File: src/core/gdfs_consts.svh
// Timing counts and reset values for the gate driver fault supervisor.
`ifndef GDFS_CONSTS_SVH
`define GDFS_CONSTS_SVH
// Functional clock rate.
`define GDFS_CLK_MHZ 40
// Supply overvoltage restart delays in microseconds, and their counts.
`define GDFS_OV_RST0_US 10
`define GDFS_OV_RST1_US 50
`define GDFS_OV_RST2_US 200
`define GDFS_OV_RST3_US 1000
`define GDFS_OV_RST0_CYC (`GDFS_OV_RST0_US * `GDFS_CLK_MHZ)
`define GDFS_OV_RST1_CYC (`GDFS_OV_RST1_US * `GDFS_CLK_MHZ)
`define GDFS_OV_RST2_CYC (`GDFS_OV_RST2_US * `GDFS_CLK_MHZ)
`define GDFS_OV_RST3_CYC (`GDFS_OV_RST3_US * `GDFS_CLK_MHZ)
// Supply undervoltage restart delays in milliseconds, and their counts.
`define GDFS_UV_RST0_MS 1
`define GDFS_UV_RST1_MS 5
`define GDFS_UV_RST2_MS 20
`define GDFS_UV_RST3_MS 50
`define GDFS_UV_RST0_CYC (`GDFS_UV_RST0_MS * 1000 * `GDFS_CLK_MHZ)
`define GDFS_UV_RST1_CYC (`GDFS_UV_RST1_MS * 1000 * `GDFS_CLK_MHZ)
`define GDFS_UV_RST2_CYC (`GDFS_UV_RST2_MS * 1000 * `GDFS_CLK_MHZ)
`define GDFS_UV_RST3_CYC (`GDFS_UV_RST3_MS * 1000 * `GDFS_CLK_MHZ)
// Blank times in microseconds, and their counts.
`define GDFS_BLK0_US 10
`define GDFS_BLK1_US 20
`define GDFS_BLK2_US 50
`define GDFS_BLK3_US 100
`define GDFS_BLK0_CYC (`GDFS_BLK0_US * `GDFS_CLK_MHZ)
`define GDFS_BLK1_CYC (`GDFS_BLK1_US * `GDFS_CLK_MHZ)
`define GDFS_BLK2_CYC (`GDFS_BLK2_US * `GDFS_CLK_MHZ)
`define GDFS_BLK3_CYC (`GDFS_BLK3_US * `GDFS_CLK_MHZ)
// Filter times in nanoseconds, and their counts.
`define GDFS_FLT0_NS 500
`define GDFS_FLT1_NS 1000
`define GDFS_FLT2_NS 2000
`define GDFS_FLT3_NS 5000
`define GDFS_FLT0_CYC (`GDFS_FLT0_NS * `GDFS_CLK_MHZ / 1000)
`define GDFS_FLT1_CYC (`GDFS_FLT1_NS * `GDFS_CLK_MHZ / 1000)
`define GDFS_FLT2_CYC (`GDFS_FLT2_NS * `GDFS_CLK_MHZ / 1000)
`define GDFS_FLT3_CYC (`GDFS_FLT3_NS * `GDFS_CLK_MHZ / 1000)
// Configuration reset values.
`define GDFS_OV_SEL_RST 2'h0
`define GDFS_UV_SEL_RST 2'h0
`define GDFS_BLK_SEL_RST 2'h0
`define GDFS_FLT_SEL_RST 2'h1
`define GDFS_THR_SEL_RST 3'h2
`define GDFS_POLICY_RST 1'h0
`endif

File: src/core/gdfs_pkg.sv
// Types shared by the gate driver fault supervisor.
package gdfs_pkg;
  // Per-channel monitor state.
  typedef enum logic [1:0] {CH_OFF, CH_BLANK, CH_MON} gdfs_ch_state_t;
  // Supply auto-restart state.
  typedef enum logic [1:0] {SUP_OK, SUP_FAULT, SUP_WAIT} gdfs_sup_state_t;
endpackage : gdfs_pkg

File: src/core/gdfs_top.sv
// Fault supervisor for a two-channel high-side gate driver.
// Contract
// - Supply overvoltage sets flags, selectable restart delay.
// - Supply undervoltage sets flags, selectable restart delay.
// - Refuse channel activation while restart delay runs.
// - Enable toggle, power cycle, command clear latches.
// - Blank timer masks detections after turn-on.
// - Per-channel blank time select, default 10 us.
// - Gate charge current ends within blank time.
// - Fault accepted only after persisting past filter.
// - Per-channel filter select, default 1 us.
// - Drain-source checked only on switched-on channels.
// - Trip, policy 0: flags set, channel off.
// - Trip, policy 1: flags set, channel stays on.
// - Per-channel 3-bit threshold select, default 200 mV.
// - Same code sets negative trip level too.
// - Policy 0: clearing trip flag re-enables channel.
// - Re-enabled channel is blanked, filtered, tripped again.
// - Stay-on policy resets to 0.
// - Any fault sets fault flag, interrupt, channel off; a policy 1 trip sets the flags but leaves the channel on.
// - Supply faults self-recover after restart delay.
`timescale 1ns/1ps
`include "gdfs_consts.svh"
module gdfs_top #(
  // Restart delays in cycles, shortened for simulation if needed.
  parameter int OV_RST2_CYC = `GDFS_OV_RST2_CYC,
  parameter int OV_RST3_CYC = `GDFS_OV_RST3_CYC,
  parameter int UV_RST0_CYC = `GDFS_UV_RST0_CYC,
  parameter int UV_RST1_CYC = `GDFS_UV_RST1_CYC,
  parameter int UV_RST2_CYC = `GDFS_UV_RST2_CYC,
  parameter int UV_RST3_CYC = `GDFS_UV_RST3_CYC
) (
  // Clock and reset.
  input wire logic ref_clk,
  input wire logic rst_n,
  // Analog comparator results and enable pin, asynchronous.
  input wire logic supply_ov_cmp,
  input wire logic supply_uv_cmp,
  input wire logic [1:0] ds_pos_cmp,
  input wire logic [1:0] ds_neg_cmp,
  input wire logic enable_pin,
  // Microcontroller commands, one-cycle pulses.
  input wire logic [1:0] on_req,
  input wire logic [1:0] off_req,
  input wire logic [1:0] trip_clear,
  input wire logic clear_cmd,
  input wire logic logic_uv_clear,
  // Configuration, taken when cfg_load pulses.
  input wire logic cfg_load,
  input wire logic [1:0] cfg_ov_restart_delay_sel,
  input wire logic [1:0] cfg_uv_restart_delay_sel,
  input wire logic [3:0] cfg_blank_time_sel,
  input wire logic [3:0] cfg_filter_time_sel,
  input wire logic [5:0] cfg_drain_source_threshold_sel,
  input wire logic [1:0] cfg_stay_on_policy,
  // Status.
  output logic fault_flag,
  output logic interrupt,
  output logic supply_overvoltage_flag,
  output logic supply_undervoltage_flag,
  output logic logic_supply_undervoltage_flag,
  output logic restart_busy,
  output logic [1:0] drain_source_trip_flag,
  output logic [1:0] channel_on_command,
  // Gate drive and comparator reference code.
  output logic [1:0] gate_drive_on,
  output logic [1:0] gate_charge_on,
  output logic [5:0] ds_threshold_code
);
  localparam int NSYNC = 7; // Synchronised inputs.
  localparam int EN = 6; // Enable bit position.

  logic [NSYNC-1:0] sync_a_r; // First synchroniser stage.
  logic [NSYNC-1:0] sync_b_r; // Second synchroniser stage.
  logic en_d_r; // Delayed enable for toggle detection.
  logic en_toggle; // Enable changed level.
  logic clear_any; // Latched-fault clear event.

  logic [1:0] ov_sel_r; // Overvoltage restart select.
  logic [1:0] uv_sel_r; // Undervoltage restart select.
  logic [3:0] blk_sel_r; // Blank select, two bits per channel.
  logic [3:0] flt_sel_r; // Filter select, two bits per channel.
  logic [5:0] thr_sel_r; // Threshold select, three bits per channel.
  logic [1:0] policy_r; // Stay-on policy per channel.

  gdfs_pkg::gdfs_sup_state_t sup_st_r [2]; // Supply state, 0 over, 1 under.
  gdfs_pkg::gdfs_sup_state_t sup_st_nxt [2];
  logic [21:0] sup_cnt_r [2]; // Restart counters.
  logic [21:0] sup_cnt_nxt [2];
  logic [21:0] sup_dly [2]; // Selected restart delays.
  logic sup_block_r; // Supply fault or restart in progress.
  logic sup_block_nxt;
  logic [1:0] sup_flag_r; // Registered supply fault flags, 0 over, 1 under.

  logic fault_r; // General fault flag.
  logic fault_nxt;
  logic irq_r; // Interrupt output.
  logic logic_supply_undervoltage_flag_r; // Logic supply undervoltage flag.
  logic [1:0] trip_flag_r; // Drain-source trip flags.
  logic [1:0] trip_flag_nxt;
  logic [1:0] on_cmd_r; // Channel on-command bits.
  logic [1:0] on_cmd_nxt;
  logic [1:0] drive_r; // Gate drive enables.
  logic [1:0] reon; // Automatic re-enable after flag clear.
  logic [1:0] ds_trip; // Qualified trip pulses.
  logic [1:0] charge; // Charge current per channel.
  logic [11:0] blank_cyc [2]; // Blank time in cycles.
  logic [7:0] filt_cyc [2]; // Filter time in cycles.

  // Two-stage synchronisers on every asynchronous input.
  always_ff @(posedge ref_clk or negedge rst_n) begin
    if (!rst_n) begin
      sync_a_r <= '0;
      sync_b_r <= '0;
      en_d_r <= 1'b0;
    end else begin
      sync_a_r <= {enable_pin, ds_neg_cmp, ds_pos_cmp, supply_uv_cmp, supply_ov_cmp};
      sync_b_r <= sync_a_r;
      en_d_r <= sync_b_r[EN];
    end
  end

  assign en_toggle = sync_b_r[EN] ^ en_d_r;
  assign clear_any = clear_cmd | en_toggle;

  // Configuration registers with their documented reset values.
  always_ff @(posedge ref_clk or negedge rst_n) begin
    if (!rst_n) begin
      ov_sel_r <= `GDFS_OV_SEL_RST;
      uv_sel_r <= `GDFS_UV_SEL_RST;
      blk_sel_r <= {2{`GDFS_BLK_SEL_RST}};
      flt_sel_r <= {2{`GDFS_FLT_SEL_RST}};
      thr_sel_r <= {2{`GDFS_THR_SEL_RST}};
      policy_r <= {2{`GDFS_POLICY_RST}};
    end else if (cfg_load) begin
      ov_sel_r <= cfg_ov_restart_delay_sel;
      uv_sel_r <= cfg_uv_restart_delay_sel;
      blk_sel_r <= cfg_blank_time_sel;
      flt_sel_r <= cfg_filter_time_sel;
      thr_sel_r <= cfg_drain_source_threshold_sel;
      policy_r <= cfg_stay_on_policy;
    end
  end

  // Decode the selects into cycle counts.
  always_comb begin
    case (ov_sel_r)
      2'h0: sup_dly[0] = 22'(`GDFS_OV_RST0_CYC);
      2'h1: sup_dly[0] = 22'(`GDFS_OV_RST1_CYC);
      2'h2: sup_dly[0] = 22'(OV_RST2_CYC);
      default: sup_dly[0] = 22'(OV_RST3_CYC);
    endcase
    case (uv_sel_r)
      2'h0: sup_dly[1] = 22'(UV_RST0_CYC);
      2'h1: sup_dly[1] = 22'(UV_RST1_CYC);
      2'h2: sup_dly[1] = 22'(UV_RST2_CYC);
      default: sup_dly[1] = 22'(UV_RST3_CYC);
    endcase
    for (int i = 0; i < 2; i++) begin
      case (blk_sel_r[2*i +: 2])
        2'h0: blank_cyc[i] = 12'(`GDFS_BLK0_CYC);
        2'h1: blank_cyc[i] = 12'(`GDFS_BLK1_CYC);
        2'h2: blank_cyc[i] = 12'(`GDFS_BLK2_CYC);
        default: blank_cyc[i] = 12'(`GDFS_BLK3_CYC);
      endcase
      case (flt_sel_r[2*i +: 2])
        2'h0: filt_cyc[i] = 8'(`GDFS_FLT0_CYC);
        2'h1: filt_cyc[i] = 8'(`GDFS_FLT1_CYC);
        2'h2: filt_cyc[i] = 8'(`GDFS_FLT2_CYC);
        default: filt_cyc[i] = 8'(`GDFS_FLT3_CYC);
      endcase
    end
  end

  // Supply fault and auto-restart sequencing; a fault during the wait restarts it.
  always_comb begin
    for (int k = 0; k < 2; k++) begin
      sup_st_nxt[k] = sup_st_r[k];
      sup_cnt_nxt[k] = sup_cnt_r[k];
      case (sup_st_r[k])
        gdfs_pkg::SUP_OK: begin
          if (sync_b_r[k]) begin
            sup_st_nxt[k] = gdfs_pkg::SUP_FAULT;
          end
        end
        gdfs_pkg::SUP_FAULT: begin
          if (!sync_b_r[k]) begin
            sup_st_nxt[k] = gdfs_pkg::SUP_WAIT;
            sup_cnt_nxt[k] = 22'h000001;
          end
        end
        gdfs_pkg::SUP_WAIT: begin
          if (sync_b_r[k]) begin
            sup_st_nxt[k] = gdfs_pkg::SUP_FAULT;
          end else if (sup_cnt_r[k] >= sup_dly[k]) begin
            sup_st_nxt[k] = gdfs_pkg::SUP_OK;
          end else begin
            sup_cnt_nxt[k] = sup_cnt_r[k] + 22'h000001;
          end
        end
        default: begin
          sup_st_nxt[k] = gdfs_pkg::SUP_OK;
        end
      endcase
    end
    sup_block_nxt = (sup_st_nxt[0] != gdfs_pkg::SUP_OK) || (sup_st_nxt[1] != gdfs_pkg::SUP_OK);
  end

  // Supply state registers.
  always_ff @(posedge ref_clk or negedge rst_n) begin
    if (!rst_n) begin
      sup_st_r <= '{gdfs_pkg::SUP_OK, gdfs_pkg::SUP_OK};
      sup_cnt_r <= '{22'h000000, 22'h000000};
      sup_block_r <= 1'b0;
      sup_flag_r <= 2'h0;
    end else begin
      sup_st_r <= sup_st_nxt;
      sup_cnt_r <= sup_cnt_nxt;
      sup_block_r <= sup_block_nxt;
      sup_flag_r <= {sup_st_nxt[1] != gdfs_pkg::SUP_OK, sup_st_nxt[0] != gdfs_pkg::SUP_OK};
    end
  end

  // Trip flags, on-commands and the general fault flag; a set beats a clear, except a policy 0 trip switch-off beats an on-request.
  always_comb begin
    fault_nxt = (fault_r & ~clear_any) | (|ds_trip) |
      (sup_st_nxt[0] == gdfs_pkg::SUP_FAULT) | (sup_st_nxt[1] == gdfs_pkg::SUP_FAULT);
    for (int i = 0; i < 2; i++) begin
      reon[i] = trip_flag_r[i] & (clear_any | trip_clear[i]) & ~policy_r[i] & ~ds_trip[i];
      trip_flag_nxt[i] = (trip_flag_r[i] & ~(clear_any | trip_clear[i])) | ds_trip[i];
      on_cmd_nxt[i] = on_cmd_r[i];
      if (off_req[i]) begin
        on_cmd_nxt[i] = 1'b0;
      end
      if (on_req[i] && !sup_block_r) begin
        on_cmd_nxt[i] = 1'b1;
      end
      if (reon[i]) begin
        on_cmd_nxt[i] = 1'b1;
      end
      if (ds_trip[i] && !policy_r[i]) begin
        on_cmd_nxt[i] = 1'b0;
      end
    end
  end

  // Flag and drive registers; supply faults gate the drive but keep the command.
  always_ff @(posedge ref_clk or negedge rst_n) begin
    if (!rst_n) begin
      fault_r <= 1'b0;
      irq_r <= 1'b0;
      trip_flag_r <= 2'h0;
      on_cmd_r <= 2'h0;
      drive_r <= 2'h0;
    end else begin
      fault_r <= fault_nxt;
      irq_r <= fault_nxt;
      trip_flag_r <= trip_flag_nxt;
      on_cmd_r <= on_cmd_nxt;
      drive_r <= on_cmd_nxt & {2{~sup_block_nxt}};
    end
  end

  // Logic supply undervoltage flag is raised by the power-up reset itself.
  always_ff @(posedge ref_clk or negedge rst_n) begin
    if (!rst_n) begin
      logic_supply_undervoltage_flag_r <= 1'b1;
    end else if (logic_uv_clear) begin
      logic_supply_undervoltage_flag_r <= 1'b0;
    end
  end

  // One qualifier per channel; both comparator polarities share the threshold code.
  for (genvar g = 0; g < 2; g++) begin : g_chan
    gdfs_chan u_chan (
      .ref_clk(ref_clk),
      .rst_n(rst_n),
      .drive_on(drive_r[g]),
      .ds_cond(sync_b_r[2+g] | sync_b_r[4+g]),
      .blank_cyc(blank_cyc[g]),
      .filt_cyc(filt_cyc[g]),
      .charge_on(charge[g]),
      .ds_trip(ds_trip[g])
    );
  end

  assign fault_flag = fault_r;
  assign interrupt = irq_r;
  assign supply_overvoltage_flag = sup_flag_r[0];
  assign supply_undervoltage_flag = sup_flag_r[1];
  assign logic_supply_undervoltage_flag = logic_supply_undervoltage_flag_r;
  assign restart_busy = sup_block_r;
  assign drain_source_trip_flag = trip_flag_r;
  assign channel_on_command = on_cmd_r;
  assign gate_drive_on = drive_r;
  assign gate_charge_on = charge;
  assign ds_threshold_code = thr_sel_r;

  ov_flags_a: assert property (@(posedge ref_clk) disable iff (!rst_n)
    sync_b_r[0] |=> supply_overvoltage_flag && fault_r && irq_r)
    else $error("Overvoltage flags not set.");
  uv_flags_a: assert property (@(posedge ref_clk) disable iff (!rst_n)
    sync_b_r[1] |=> supply_undervoltage_flag && fault_r)
    else $error("Undervoltage flags not set.");
  restart_block_a: assert property (@(posedge ref_clk) disable iff (!rst_n)
    sup_block_r |-> drive_r == 2'h0)
    else $error("Channel driven during restart delay.");
  refuse_on_a: assert property (@(posedge ref_clk) disable iff (!rst_n)
    sup_block_r && on_req[0] && !on_cmd_r[0] && !reon[0] |=> !on_cmd_r[0])
    else $error("Activation accepted during restart delay.");
  trip_off_a: assert property (@(posedge ref_clk) disable iff (!rst_n)
    ds_trip[0] && !policy_r[0] |=> !on_cmd_r[0] && trip_flag_r[0] && fault_r)
    else $error("Trip did not switch channel off.");
  stay_on_a: assert property (@(posedge ref_clk) disable iff (!rst_n)
    ds_trip[1] && policy_r[1] && on_cmd_r[1] && !off_req[1] |=> on_cmd_r[1] && trip_flag_r[1])
    else $error("Stay-on channel was switched off.");
  reon_a: assert property (@(posedge ref_clk) disable iff (!rst_n)
    trip_flag_r[0] && trip_clear[0] && !policy_r[0] && !ds_trip[0] && !off_req[0] |=> on_cmd_r[0] && !trip_flag_r[0])
    else $error("Channel not re-enabled after flag clear.");
  clear_a: assert property (@(posedge ref_clk) disable iff (!rst_n)
    clear_cmd && ds_trip == 2'h0 |=> trip_flag_r == 2'h0 && (logic_supply_undervoltage_flag_r == $past(logic_supply_undervoltage_flag_r) || $past(logic_uv_clear)))
    else $error("Clear command misbehaved.");
  restart_end_a: assert property (@(posedge ref_clk) disable iff (!rst_n)
    sup_st_r[0] == gdfs_pkg::SUP_WAIT && !sync_b_r[0] && sup_cnt_r[0] >= sup_dly[0] |=> !supply_overvoltage_flag)
    else $error("Overvoltage restart did not end on time.");
  restart_c: cover property (@(posedge ref_clk) disable iff (!rst_n) $fell(sup_block_r));
  reon_c: cover property (@(posedge ref_clk) disable iff (!rst_n) reon[0] ##[1:1000] ds_trip[0]);
  stay_c: cover property (@(posedge ref_clk) disable iff (!rst_n) ds_trip[1] && policy_r[1]);
endmodule : gdfs_top

File: src/core/gdfs_chan.sv
// Per-channel blank, filter and drain-source trip qualifier.
`timescale 1ns/1ps
module gdfs_chan (
  // Clock and reset.
  input wire logic ref_clk,
  input wire logic rst_n,
  // Channel drive state and synchronised comparator condition.
  input wire logic drive_on,
  input wire logic ds_cond,
  // Selected times in cycles.
  input wire logic [11:0] blank_cyc,
  input wire logic [7:0] filt_cyc,
  // Results.
  output logic charge_on,
  output logic ds_trip
);
  gdfs_pkg::gdfs_ch_state_t st_r; // Monitor state.
  logic [11:0] blk_cnt_r; // Blank timer.
  logic [7:0] flt_cnt_r; // Filter timer.
  logic held_r; // Trip already reported for this episode.
  logic charge_r; // Gate charge current enable.
  logic trip_r; // One-cycle trip pulse.

  // Blank timer starts at each turn-on; monitoring only while the channel is driven.
  always_ff @(posedge ref_clk or negedge rst_n) begin
    if (!rst_n) begin
      st_r <= gdfs_pkg::CH_OFF;
      blk_cnt_r <= 12'h000;
    end else if (!drive_on) begin
      st_r <= gdfs_pkg::CH_OFF;
      blk_cnt_r <= 12'h000;
    end else begin
      case (st_r)
        gdfs_pkg::CH_OFF: begin
          st_r <= gdfs_pkg::CH_BLANK;
          blk_cnt_r <= 12'h001;
        end
        gdfs_pkg::CH_BLANK: begin
          if (blk_cnt_r >= blank_cyc) begin
            st_r <= gdfs_pkg::CH_MON;
          end else begin
            blk_cnt_r <= blk_cnt_r + 12'h001;
          end
        end
        gdfs_pkg::CH_MON: begin
          st_r <= gdfs_pkg::CH_MON;
        end
        default: begin
          st_r <= gdfs_pkg::CH_OFF;
        end
      endcase
    end
  end

  // Charge current only flows inside the blank window.
  always_ff @(posedge ref_clk or negedge rst_n) begin
    if (!rst_n) begin
      charge_r <= 1'b0;
    end else begin
      charge_r <= drive_on && (st_r == gdfs_pkg::CH_OFF || (st_r == gdfs_pkg::CH_BLANK && blk_cnt_r < blank_cyc));
    end
  end

  // Filter counter restarts whenever the condition drops out.
  always_ff @(posedge ref_clk or negedge rst_n) begin
    if (!rst_n) begin
      flt_cnt_r <= 8'h00;
      held_r <= 1'b0;
      trip_r <= 1'b0;
    end else if (st_r != gdfs_pkg::CH_MON || !drive_on || !ds_cond) begin
      flt_cnt_r <= 8'h00;
      held_r <= 1'b0;
      trip_r <= 1'b0;
    end else if (flt_cnt_r < filt_cyc) begin
      flt_cnt_r <= flt_cnt_r + 8'h01;
      trip_r <= 1'b0;
    end else begin
      // Condition held beyond the filter time: report once per episode.
      trip_r <= !held_r;
      held_r <= 1'b1;
    end
  end

  assign charge_on = charge_r;
  assign ds_trip = trip_r;

  blank_mask_a: assert property (@(posedge ref_clk) disable iff (!rst_n)
    (st_r != gdfs_pkg::CH_MON) |=> !trip_r)
    else $error("Trip reported during blanking.");
  charge_stop_a: assert property (@(posedge ref_clk) disable iff (!rst_n)
    (st_r == gdfs_pkg::CH_MON) |=> !charge_r)
    else $error("Charge current still on after blanking.");
  filt_restart_a: assert property (@(posedge ref_clk) disable iff (!rst_n)
    !ds_cond |=> (flt_cnt_r == 8'h00))
    else $error("Filter count not restarted.");
  filt_len_a: assert property (@(posedge ref_clk) disable iff (!rst_n)
    $rose(trip_r) |-> $past(flt_cnt_r) == filt_cyc && $past(ds_cond))
    else $error("Trip before filter time elapsed.");
  trip_on_only_a: assert property (@(posedge ref_clk) disable iff (!rst_n)
    trip_r |-> $past(drive_on))
    else $error("Trip on a channel that was off.");
  trip_seen_c: cover property (@(posedge ref_clk) disable iff (!rst_n) $rose(trip_r));
endmodule : gdfs_chan

File: config.mk
export PLATFORM = sky130hd
export DESIGN_NAME = gdfs_top
export DESIGN_NICKNAME = d
export VERILOG_FILES = /design/src/core/gdfs_pkg.sv /design/src/core/gdfs_top.sv /design/src/core/gdfs_chan.sv
export VERILOG_INCLUDE_DIRS = /design/src /design/src/core
export SDC_FILE = /design/constraint.sdc
export NUM_CORES = 1
export LEC_CHECK = 0
export BUFFER_PORTS_ARGS = -buffer_cell sky130_fd_sc_hd__buf_2
export CAP_MARGIN = 30
export CORE_UTILIZATION = 45
export CTS_BUF_LIST = sky130_fd_sc_hd__clkbuf_4
export CTS_CLUSTER_SIZE = 25
export DETAILED_ROUTE_END_ITERATION = 6
export PLACE_DENSITY_LB_ADDON = 0.2
export SLEW_MARGIN = 20
export SYNTH_ARGS = -nofsm -noshare
export SYNTH_HDL_FRONTEND = slang
export SYNTH_SLANG_ARGS = --single-unit
export TNS_END_PERCENT = 20
File: constraint.sdc
create_clock -name ref_clk -period 3.3 [get_ports ref_clk]
set_clock_uncertainty 0.1 [all_clocks]
set_input_delay 0.495 -clock ref_clk [delete_from_list [all_inputs] [get_ports ref_clk]]
set_output_delay 0.495 -clock ref_clk [all_outputs]
set_load 0.02 [all_outputs]
==> results of run 1 <==
==> cells in the final DEF (no fill, tap or decap), types with 17 or more instances in the layout <==
cell,netlist,final
dfrtp_1,139,139
ha_1,70,70
nand3_1,33,33
nor2_1,60,60
or4_1,17,17
o21ai_0,36,35
nand4_1,28,28
inv_1,52,52
xnor2_1,23,23
clkbuf_4,0,18
buf_2,4,56
nand2_1,80,79
nor3_1,17,17
a21oi_1,38,38
==> timing repair <==
action	in CTS	in global routing
endpoints found under the hold margin	74	0
resized for setup	0	3
hold buffers	14	0
setup buffers	0	0
endpoints found under the setup margin	0	12
==> critical path: cells and delay by family, from the launching register on <==
| kind | cells | cell delay, ns |
|---|---|---|
| AOI/OAI and AO/OA | 3 | 0.49 |
| adders and majority gates | 2 | 0.49 |
| buffers and inverters | 2 | 0.20 |
| DFF | 1 | 0.46 |
| and+or+nand+nor | 4 | 1.30 |
==> path summary, 6_finish.rpt <==
kind	from	end	slack (ns)	cells after the start
setup / recovery	uv_sel_r[0]	sup_cnt_r[20]	0.19	11
max in group asynchronous	rst_n	flt_sel_r[2]	1.85	3
setup reg to reg	uv_sel_r[0]	sup_cnt_r[20]	0.19	11
hold reg to reg	sync_a_r[2]	sync_b_r[2]	0.26	0
min in group asynchronous	rst_n	sup_cnt_r[33]	0.38	2
hold / removal	cfg_blank_time_sel[0]	blk_sel_r[0]	0.04	3
==> cells in the mapped netlist, types with 17 or more instances <==
cell type,number
ha_1,70
or4_1,17
inv_1,52
dfrtp_1,139
nor2_1,60
nor3_1,17
a21oi_1,38
nand4_1,28
xnor2_1,23
nand2_1,80
o21ai_0,36
nand3_1,33
==> final cells by class <==
class / instances / area, sq um / area share [%]
Inverter: 52 / 195 / 2.21
Antenna cell: 1 / 2.50 / 0.0283
Multi-Input combinational cell: 589 / 3970 / 44.9
Tap cell: 225 / 282 / 3.18
Clock inverter: 14 / 143 / 1.61
Timing Repair Buffer: 80 / 512 / 5.78
Clock buffer: 18 / 135 / 1.53
Sequential cell: 144 / 3610 / 40.8
==> flip-flops by register name, indices dropped and copies added, names as in the netlist, 2 cells and up <==
signal                   cells
sup_cnt_r                   44
g_chan.u_chan.blk_cnt_r     24
g_chan.u_chan.flt_cnt_r     16
sync_a_r                     7
sync_b_r                     7
ds_threshold_code            6
blk_sel_r                    4
flt_sel_r                    4
g_chan.u_chan.st_r           4
sup_st_r                     4
channel_on_command           2
drain_source_trip_flag       2
g_chan.u_chan.charge_on      2
g_chan.u_chan.ds_trip        2
g_chan.u_chan.held_r         2
gate_drive_on                2
ov_sel_r                     2
policy_r                     2
sup_flag_r                   2
uv_sel_r                     2
==> cells by family after synthesis <==
group | Yosys count | synth area share (%)
adders and majority gates | 70 | 11.1
and+or+nand+nor | 321 | 21.2
xor gates and xnor gates | 34 | 3.77
buffers and inverters | 79 | 4.15
DFF | 144 | 45.7
AOI/OAI and AO/OA | 152 | 12.6
muxes | 11 | 1.49
==> metrics by stage <==
stage	instance area [sq um]	utilization [%]	power, mW	hold WS [ns]
4_1_cts	8830	51.3	3.43	0.00331
6_report	8850	51.4	3.38	0.0436
3_5_place_dp	8420	48.8	2.28	0.235
3_3_place_gp	8420	48.8	2.27	0.232
2_1_floorplan	7900	-	2.13	0.0994
5_1_grt	8850	51.4	3.56	0.0185
==> metal layers <==
metal / up-vias / share of wire [%] / track usage [%]
li1: 3064 / - / -
met5: - / 0 / 0
met4: 0 / 1.2 / 6.43
met1: 2933 / 50 / 27.5
met3: 15 / 3.3 / 3.53
met2: 115 / 45 / 30.7
==> power by group <==
part	leakage, nW	switching [mW]	internal, mW
clock	0.140	0.672	0.453
combinational	1.95	0.227	0.146
sequential	1.90	0.0510	1.83
total	3.99	0.951	2.43
==> metrics.md, run 1 <==
| Metric | Value |
|---|---|
| Placed insts | `1,075` |
| Number of global-route vias before repair | `5,767` |
| Die Span X | `134 um` |
| Post-Syn Area | `7900 sq um` |
| Post-Route WL | `between 15,000 and 20,000 um` |
| Initial DRC count | `381` |
| Period utilization | `94.1%` |
| Avg WL per Cell | `around 15 um` |
| Fin nets | `992` |
| Core footprint | `between 15,000 and 20,000 sq um` |
| HP Class | `in -> reg` |
| Pins Over Slew Limit | `0` |
| # fillers | `1,579` |
| Yosys top cell area share | `44.1%` |
| Vias post-DR | `~6,100` |
| Max-cap violations | `0` |
| DRC viols | `0` |
| Slew HR | `a little under half` |
| Synth area leaders | `dfrtp_1 44%, ha_1 11%, nand2_1 3.8%` |
| I/O Pins | `58` |
| H-tree depth | `4` |
| Final WS setup | `0.194 ns` |
| First-pass GRT wire length | `28,200 um` |
| Run status | `completed` |
| Cell taking the most area after synthesis | `dfrtp_1` |
| Syn nets | `919` |
| Port bufs | `57` |
| Yosys warns | `0` |
| Final Non-Filler Cells | `1,123` |
| Post-synth EDFFs | `0` |
| Kind of critical path | `reg -> reg` |
| CP arrival | `3.50 ns` |
| Worst-Skew Late Latency | `0.57 ns` |
| Worst Tran Pin Value | `0.793 ns` |
| Vias/cell | `around 5.5` |
| CP endpoint kind | `flip-flop` |
| Power Density | `381 nW/um^2` |
| Antenna Nets Post-Route | `0` |
| Initial core utilization | `45.8%` |
| # setup viols final | `0` |
| Worst-path cell chain | `inv_1 -> ha_1 -> o21ai_1 -> inv_1 -> ha_1 -> and4_1 -> nand2_1 -> a311oi_1 -> or3_4 -> or4_1 -> a21oi_1` |
| TritonCTS sink count | `144` |
| Share of layout cells above drive strength 1 | `13.8%` |
| FFs w/ async S/R, synth | `100%` |
| Die Ht | `134 um` |
| Setup TNS | `0 ns` |
| Syn avg cell area | `between 9 and 10 sq um` |
| Yosys reg bits | `144` |
| CP max stage delay | `~0.55 ns` |
| Top FF cell, synth | `dfrtp_1` |
| Slowest CP cell | `or4_1` |
| CP max FO | `21` |
| WP data required | `about 3.7 ns` |
| DR pass1 iterations | `7` |
| RSZ-0062 raised after global routing | `false` |
| Initial antenna violation count | `1` |
| GRT Resource Usage Total | `19.6%` |
| Clk buf depth | `2` |
| Netlist cell types | `62` |
| Area Growth Syn to Fin | `12.1%` |
| CTS tree | `built` |
| Max Clock Freq | `322 MHz` |
| Pin count of the biggest net entering global routing | `66` |
| GPL Wtd Cong | `0.827` |
| Leak pwr | `3.99 nW` |
| Worst ir drop on vdd | `approximately 0.21 mV` |
| Setup crit start kind | `flip-flop` |
| Total CTS buffers | `17` |
| Total grt overflow | `0` |
| Post-Syn Instances | `between 800 and 900` |
| DIE AREA | `18,100 sq um` |
| Post-synthesis sequential area ratio | `45.7%` |
| Rows | `48` |
| Root Driver | `clkbuf_4` |
| Hold Vio Cnt, Final | `0` |
| Clock transition at the registers of the reported paths | `0.13 ns` |
| Clock period minus final worst setup slack | `around 3.1 ns` |
| Hpwl dp | `11,500 um` |
| Placement Setup Slack | `0.141 ns` |
Note: power is estimated with default switching activity, not from simulation.
==> run 2, diff against run 1 <==
- RECOVER_POWER: not set -> 25
==> run 2 against run 1 <==
  * The run now ends with max-capacitance violations, max-slew violations left
  * Design area is essentially flat
  * Count of clock-buffer cells in the layout is the same
  * Setup slack lost 0.0075 ns
  * Die area is the same
==> metrics.md, run 2 (synthesized netlist as in run 1, its figures left out) <==
| Metric | Value |
|---|---|
| Total CTS buffers | `17 (unchanged)` |
| Top Registers | `sup_cnt_r x44, g_chan.u_chan.blk_cnt_r x24, g_chan.u_chan.flt_cnt_r x16` |
| Largest register FFs | `44 (unchanged)` |
| Die Ht | `134 um (unchanged)` |
| Initial core utilization | `45.8% (unchanged)` |
| Initial DRC count | `397 (+4.2%)` |
| Commonest non-fill, non-tap cell in the layout | `dfrtp_1` |
| GRT Resource Usage Total | `19.6% (unchanged)` |
| Setup Buffers After CTS | `0 (unchanged)` |
| Hold Vio Cnt, Final | `0 (unchanged)` |
| Leak pwr | `3.98 nW (-0.12%)` |
| CP endpoint kind | `flip-flop` |
| Period utilization | `94.3% (+0.23 points)` |
| Final core occ | `51.3% (about the same)` |
| Clock transition at the registers of the reported paths | `0.13 ns (about the same)` |
| Run status | `finished with violations` |
| Pins Over Slew Limit | `100 (+100)` |
| Die Span X | `134 um (unchanged)` |
| I/O Pins | `58 (unchanged)` |
| Pin count of the biggest net entering global routing | `66 (unchanged)` |
| WP data required | `3.70 ns (about the same)` |
| Kind of critical path | `reg -> reg` |
| Post-Route WL | `16,500 um (+0.10%)` |
| Number of global-route vias before repair | `5,767 (unchanged)` |
| Area Growth Syn to Fin | `12.0% (about the same)` |
| Root Driver | `clkbuf_4` |
| # setup viols final | `0 (unchanged)` |
| CTS tree | `built` |
| Setup crit start kind | `flip-flop` |
| Vias post-DR | `6,126 (-0.016%)` |
| HP Class | `in -> reg` |
| Fin nets | `992 (unchanged)` |
| CP arrival | `3.51 ns (about the same)` |
| Share of layout cells above drive strength 1 | `13.7% (-0.11 points)` |
| Antenna Nets Post-Route | `0 (unchanged)` |
| Avg WL per Cell | `14.7 um (+0.10%)` |
| DR pass1 iterations | `5 (-2)` |
| First-pass GRT wire length | `28,200 um (unchanged)` |
| DRC viols | `0 (unchanged)` |
| Vias/cell | `5.46 (about the same)` |
| Initial antenna violation count | `1 (unchanged)` |
| Max-cap violations | `2 (+2)` |
| Total grt overflow | `0 (unchanged)` |
| H-tree depth | `4 (unchanged)` |
| Worst ir drop on vdd | `0.209 mV (+0.25%)` |
| Max Clock Freq | `321 MHz (-0.24%)` |
| Slew HR | `-9.38% (-56 points)` |
| RSZ-0062 raised after global routing | `false` |
| Hpwl dp | `11,500 um (unchanged)` |
| GPL Wtd Cong | `0.827 (unchanged)` |
| Failing checks | `max-capacitance violations, max-slew violations` |
| Core footprint | `17,200 sq um (unchanged)` |
| CP max FO | `21 (unchanged)` |
| DIE AREA | `18,100 sq um (unchanged)` |
| Most frequent cells in the layout | `139 x dfrtp_1, 79 x nand2_1, 70 x ha_1` |
| Clock period minus final worst setup slack | `3.11 ns (+0.00747 ns)` |
| Rows | `48 (unchanged)` |
| Worst Tran Pin Value | `1.64 ns (+0.848 ns)` |
| Port bufs | `57 (unchanged)` |
| Worst-Skew Late Latency | `0.57 ns (about the same)` |
| Setup TNS | `0 ns (unchanged)` |
| Power Density | `382 nW/um^2 (about the same)` |
| TritonCTS sink count | `144 (unchanged)` |
| Overall Power | `3.38 mW (about the same)` |
| Clk buf depth | `2 (unchanged)` |
| Reg with most FFs | `sup_cnt_r` |
run 2: routing by layer:
layer / global-route usage, % / part of all wire (%)
met1: 27.5 / 51
met2: 30.7 / 45
met3: 3.53 / 3.0
met4: 6.43 / 1.2
met5: 0 / 0
run 2: through the flow:
step / setup WS [ns] / instances / hold WS [ns] / cell area [sq um]
2_1_floorplan: 0.412 / 811 / 0.0994 / 7900
3_3_place_gp: 0.242 / 1075 / 0.232 / 8420
3_5_place_dp: 0.141 / 1075 / 0.235 / 8420
4_1_cts: 0.103 / 1121 / 0.00331 / 8830
5_1_grt: 0.00739 / 1123 / 0.0186 / 8840
6_report: 0.187 / 1123 / 0.0422 / 8840
run 2: path summary, 6_finish.rpt:
kind	startpoint	slack, ns	end	depth (start not counted)
max	uv_sel_r[0]	0.19	sup_cnt_r[20]	11
min	cfg_blank_time_sel[0]	0.04	blk_sel_r[0]	3
max reg2reg	uv_sel_r[0]	0.19	sup_cnt_r[20]	11
min reg2reg	sync_a_r[1]	0.26	sync_b_r[1]	0
max in group asynchronous	rst_n	1.09	flt_sel_r[2]	3
min in group asynchronous	rst_n	0.78	sup_cnt_r[33]	2
run 2: report_power, final:
part | internal [mW] | switching (mW) | total (mW)
logic | 0.145 | 0.227 | 0.372
clock network | 0.453 | 0.672 | 1.13
registers | 1.83 | 0.0509 | 1.88
run 2: cell type report:
class | instances | area (sq um)
Clock inverter | 14 | 143
Tap cell | 225 | 282
Fill cell | 1580 | 8390
Sequential cell | 144 | 3610
Clock buffer | 18 | 135
Multi-Input combinational cell | 589 | 3970
Antenna cell | 1 | 2.50
Inverter | 52 | 195
Timing Repair Buffer | 80 | 504
run 2: worst max-delay path, stage by stage (launching register included):
cell	delay, ns
dfrtp_1	0.46
inv_1	0.13
ha_1	0.22
o21ai_1	0.18
inv_1	0.08
ha_1	0.27
and4_1	0.17
nand2_1	0.05
a311oi_1	0.13
or3_4	0.53
or4_1	0.55
a21oi_1	0.18
run 2: repair_timing:
item | CTS | global route
gates resized for setup | 0 | 3
setup endpoints to repair | 0 | 12
hold buffers | 14 | 0
endpoints found under the hold margin | 74 | 0
==> run 3, diff against run 2 <==
==> constraint.sdc (replaced) <==
create_clock -name ref_clk -period 3.3 [get_ports ref_clk]
set_clock_uncertainty 0.1 [all_clocks]
set_input_delay 0.165 -clock ref_clk [delete_from_list [all_inputs] [get_ports ref_clk]]
set_output_delay 0.165 -clock ref_clk [all_outputs]
set_load 0.02 [all_outputs]
==> run 3 against run 2 <==
  * The flow still finishes with violations (max-capacitance violations, max-slew violations)
  * Maximum frequency is 0.24% higher
  * Clock power up 4%
  * Die area unchanged
  * Flip-flop and latch count unchanged
  * Core utilization increased by 1.5 points
  * Combinational power rose by 5.9%
  * Register-to-register slack hardly changed
  * Critical path depth shrank 1
  * Critical path type unchanged
==> metrics.md, run 3 (synthesized netlist as in run 1, its figures left out) <==
| Metric | Value |
|---|---|
| Max Clock Freq | `322 MHz (+0.24%)` |
| Post-Route WL | `16,400 um (-0.36%)` |
| Worst Tran Pin Value | `1.97 ns (+0.330 ns)` |
| Vias post-DR | `6,128 (+0.033%)` |
| Number of global-route vias before repair | `5,927 (+2.8%)` |
| Placement Cell Area | `8420 sq um (about the same)` |
| Hold Vio Cnt, Final | `0 (unchanged)` |
| Run status | `finished with violations` |
| Finished Cell Area | `9100 sq um (+3.0%)` |
| CP max stage delay | `0.58 ns (+0.03 ns)` |
| Clock period minus final worst setup slack | `3.11 ns (-0.00738 ns)` |
| Share of layout cells above drive strength 1 | `14.1% (+0.39 points)` |
| GRT Resource Usage Total | `19.1% (-0.47 points)` |
| Final core occ | `52.8% (+1.5 points)` |
| Antenna Nets Post-Route | `0 (unchanged)` |
| Slew HR | `-31.4% (-22 points)` |
| CP Buf/Inv Count | `1 (-1)` |
| Top Registers | `sup_cnt_r x44, g_chan.u_chan.blk_cnt_r x24, g_chan.u_chan.flt_cnt_r x16` |
| CTS tree | `built` |
| Initial antenna violation count | `1 (unchanged)` |
| Hold slack | `0.0551 ns (+0.0129 ns)` |
| Pins Over Slew Limit | `82 (-18%)` |
| DRC viols | `0 (unchanged)` |
| Avg WL per Cell | `14.3 um (-2.5%)` |
| Worst-path cell chain | `ha_1 -> inv_1 -> o21ai_0 -> ha_1 -> a21o_1 -> a2111oi_2 -> nor2_2 -> or3_2 -> or3_1 -> a21oi_1` |
| Failing checks | `max-capacitance violations, max-slew violations` |
| Fin nets | `1,017 (+2.5%)` |
| Period utilization | `94.1% (-0.22 points)` |
| GPL Wtd Cong | `0.838 (+1.3%)` |
| Slowest CP cell | `or3_2` |
| Commonest non-fill, non-tap cell in the layout | `dfrtp_1` |
| Worst ir drop on vdd | `0.212 mV (+1.7%)` |
| Root Driver | `clkbuf_4` |
| Hpwl dp | `11,500 um (+0.35%)` |
| Largest register FFs | `44 (unchanged)` |
| Max-cap violations | `1 (-1)` |
| # fillers | `1,568 (-0.76%)` |
| Area Growth Syn to Fin | `15.3%` |
| I/O Pins | `58 (unchanged)` |
| HP Class | `in -> reg` |
| Most frequent cells in the layout | `138 x dfrtp_1, 80 x nand2_1, 70 x ha_1` |
| TritonCTS sink count | `144 (unchanged)` |
| Total grt overflow | `0 (unchanged)` |
| Die Ht | `134 um (unchanged)` |
| Total CTS buffers | `17 (unchanged)` |
| Setup Buffers After CTS | `0 (unchanged)` |
| Worst-Skew Late Latency | `0.55 ns (-0.02 ns)` |
| Vias/cell | `5.34 (-2.1%)` |
| Setup crit start kind | `flip-flop` |
| CP arrival | `3.47 ns (-0.04 ns)` |
| H-tree depth | `4 (unchanged)` |
| Core footprint | `17,200 sq um (unchanged)` |
| Kind of critical path | `reg -> reg` |
| Initial DRC count | `381 (-4.0%)` |
| # setup viols final | `0 (unchanged)` |
| Crit path max-delay family | `simple AND/OR/NAND/NOR gates` |
| DIE AREA | `18,100 sq um (unchanged)` |
| Clk buf depth | `2 (unchanged)` |
| First-pass GRT wire length | `27,700 um (-1.6%)` |
| Clock transition at the registers of the reported paths | `0.13 ns (about the same)` |
| Die Span X | `134 um (unchanged)` |
| WP data required | `3.66 ns (-0.04 ns)` |
| CP endpoint kind | `flip-flop` |
| Reg with most FFs | `sup_cnt_r` |
| Leak pwr | `4.09 nW (+2.8%)` |
| Port bufs | `57 (unchanged)` |
| Power Density | `379 nW/um^2 (-0.75%)` |
| Crit-path most repeated cell | `ha_1` |
| Initial core utilization | `45.8% (unchanged)` |
| DR pass1 iterations | `4 (-1)` |
| CP max FO | `10 (-52%)` |
| Pin count of the biggest net entering global routing | `82 (+24%)` |
| Rows | `48 (unchanged)` |
run 3: cell count changes in the layout (fill, tap and decap cells not counted), sizes merged:
cell         previous run  this run
buf                    64        67
clkbuf                 20        18
clkinv                  7         3
clkinvlp                4         3
dlygate4sd3            14        36
inv                    53        59
or3                    16        17
run 3: final cells by class:
class                   instances  area, sq um  share of cell area [%]
clock inverters                15          173                    1.90
well taps                     225          282                    3.09
multi-input cells             590         3990                    43.8
repair buffers                104          728                    8.00
clock buffers                  17          128                    1.40
flip-flops and latches        144         3610                    39.7
inverters                      52          195                    2.14
diodes                          1         2.50                  0.0275
run 3: worst register-to-register path: cells and delay by family, from the launching register on:
kind            cells  cell delay [ns]
flops               1             0.46
fa+ha+maj           2             0.42
buf+inv             1             0.11
simple gates        3             1.09
compound gates      4             0.86
run 3: power by group:
part | internal, mW | leakage (nW) | total (mW) | switching, mW
Combinational | 0.165 | 2.05 | 0.394 | 0.229
Clock | 0.473 | 0.153 | 1.18 | 0.703
Sequential | 1.83 | 1.90 | 1.88 | 0.0527
Total | 2.46 | 4.09 | 3.45 | 0.985
run 3: metal layers:
| metal | global-route usage, % | vias up | share of wire (%) |
|---|---|---|---|
| met5 | 0 | - | 0 |
| met4 | 4.68 | 0 | 0.54 |
| met3 | 3.94 | 7 | 3.2 |
| met2 | 31.5 | 104 | 47 |
| met1 | 25.8 | 2892 | 49 |
| li1 | - | 3125 | - |
run 3: final timing paths:
| check | startpoint | endpoint | slack (ns) | depth (start not counted) |
|---|---|---|---|---|
| setup / recovery | uv_sel_r[0] | sup_cnt_r[12] | 0.19 | 10 |
| setup reg to reg | uv_sel_r[0] | sup_cnt_r[12] | 0.19 | 10 |
| min in group asynchronous | rst_n | sync_a_r[0] | 0.58 | 2 |
| max in group asynchronous | rst_n | ds_threshold_code[4] | 1.27 | 3 |
| hold / removal | cfg_load | flt_sel_r[2] | 0.06 | 3 |
| hold reg to reg | sync_a_r[5] | sync_b_r[5] | 0.26 | 0 |
run 3: through the flow:
stage	TNS [ns]	total power [mW]	cells	worst slack, ns
after floorplan	0	2.13	811	0.412
after global placement	0	2.27	1077	0.236
after detailed placement	0	2.28	1077	0.127
final	0	3.45	1148	0.194
after CTS	0	3.51	1145	0.112
after global routing	-0.0582	3.65	1148	-0.0411
run 3: timing repair:
action,in CTS,in global routing
resized for setup,0,4
endpoints found under the setup margin,0,10
hold endpoints to repair,112,0
hold buffers,36,0
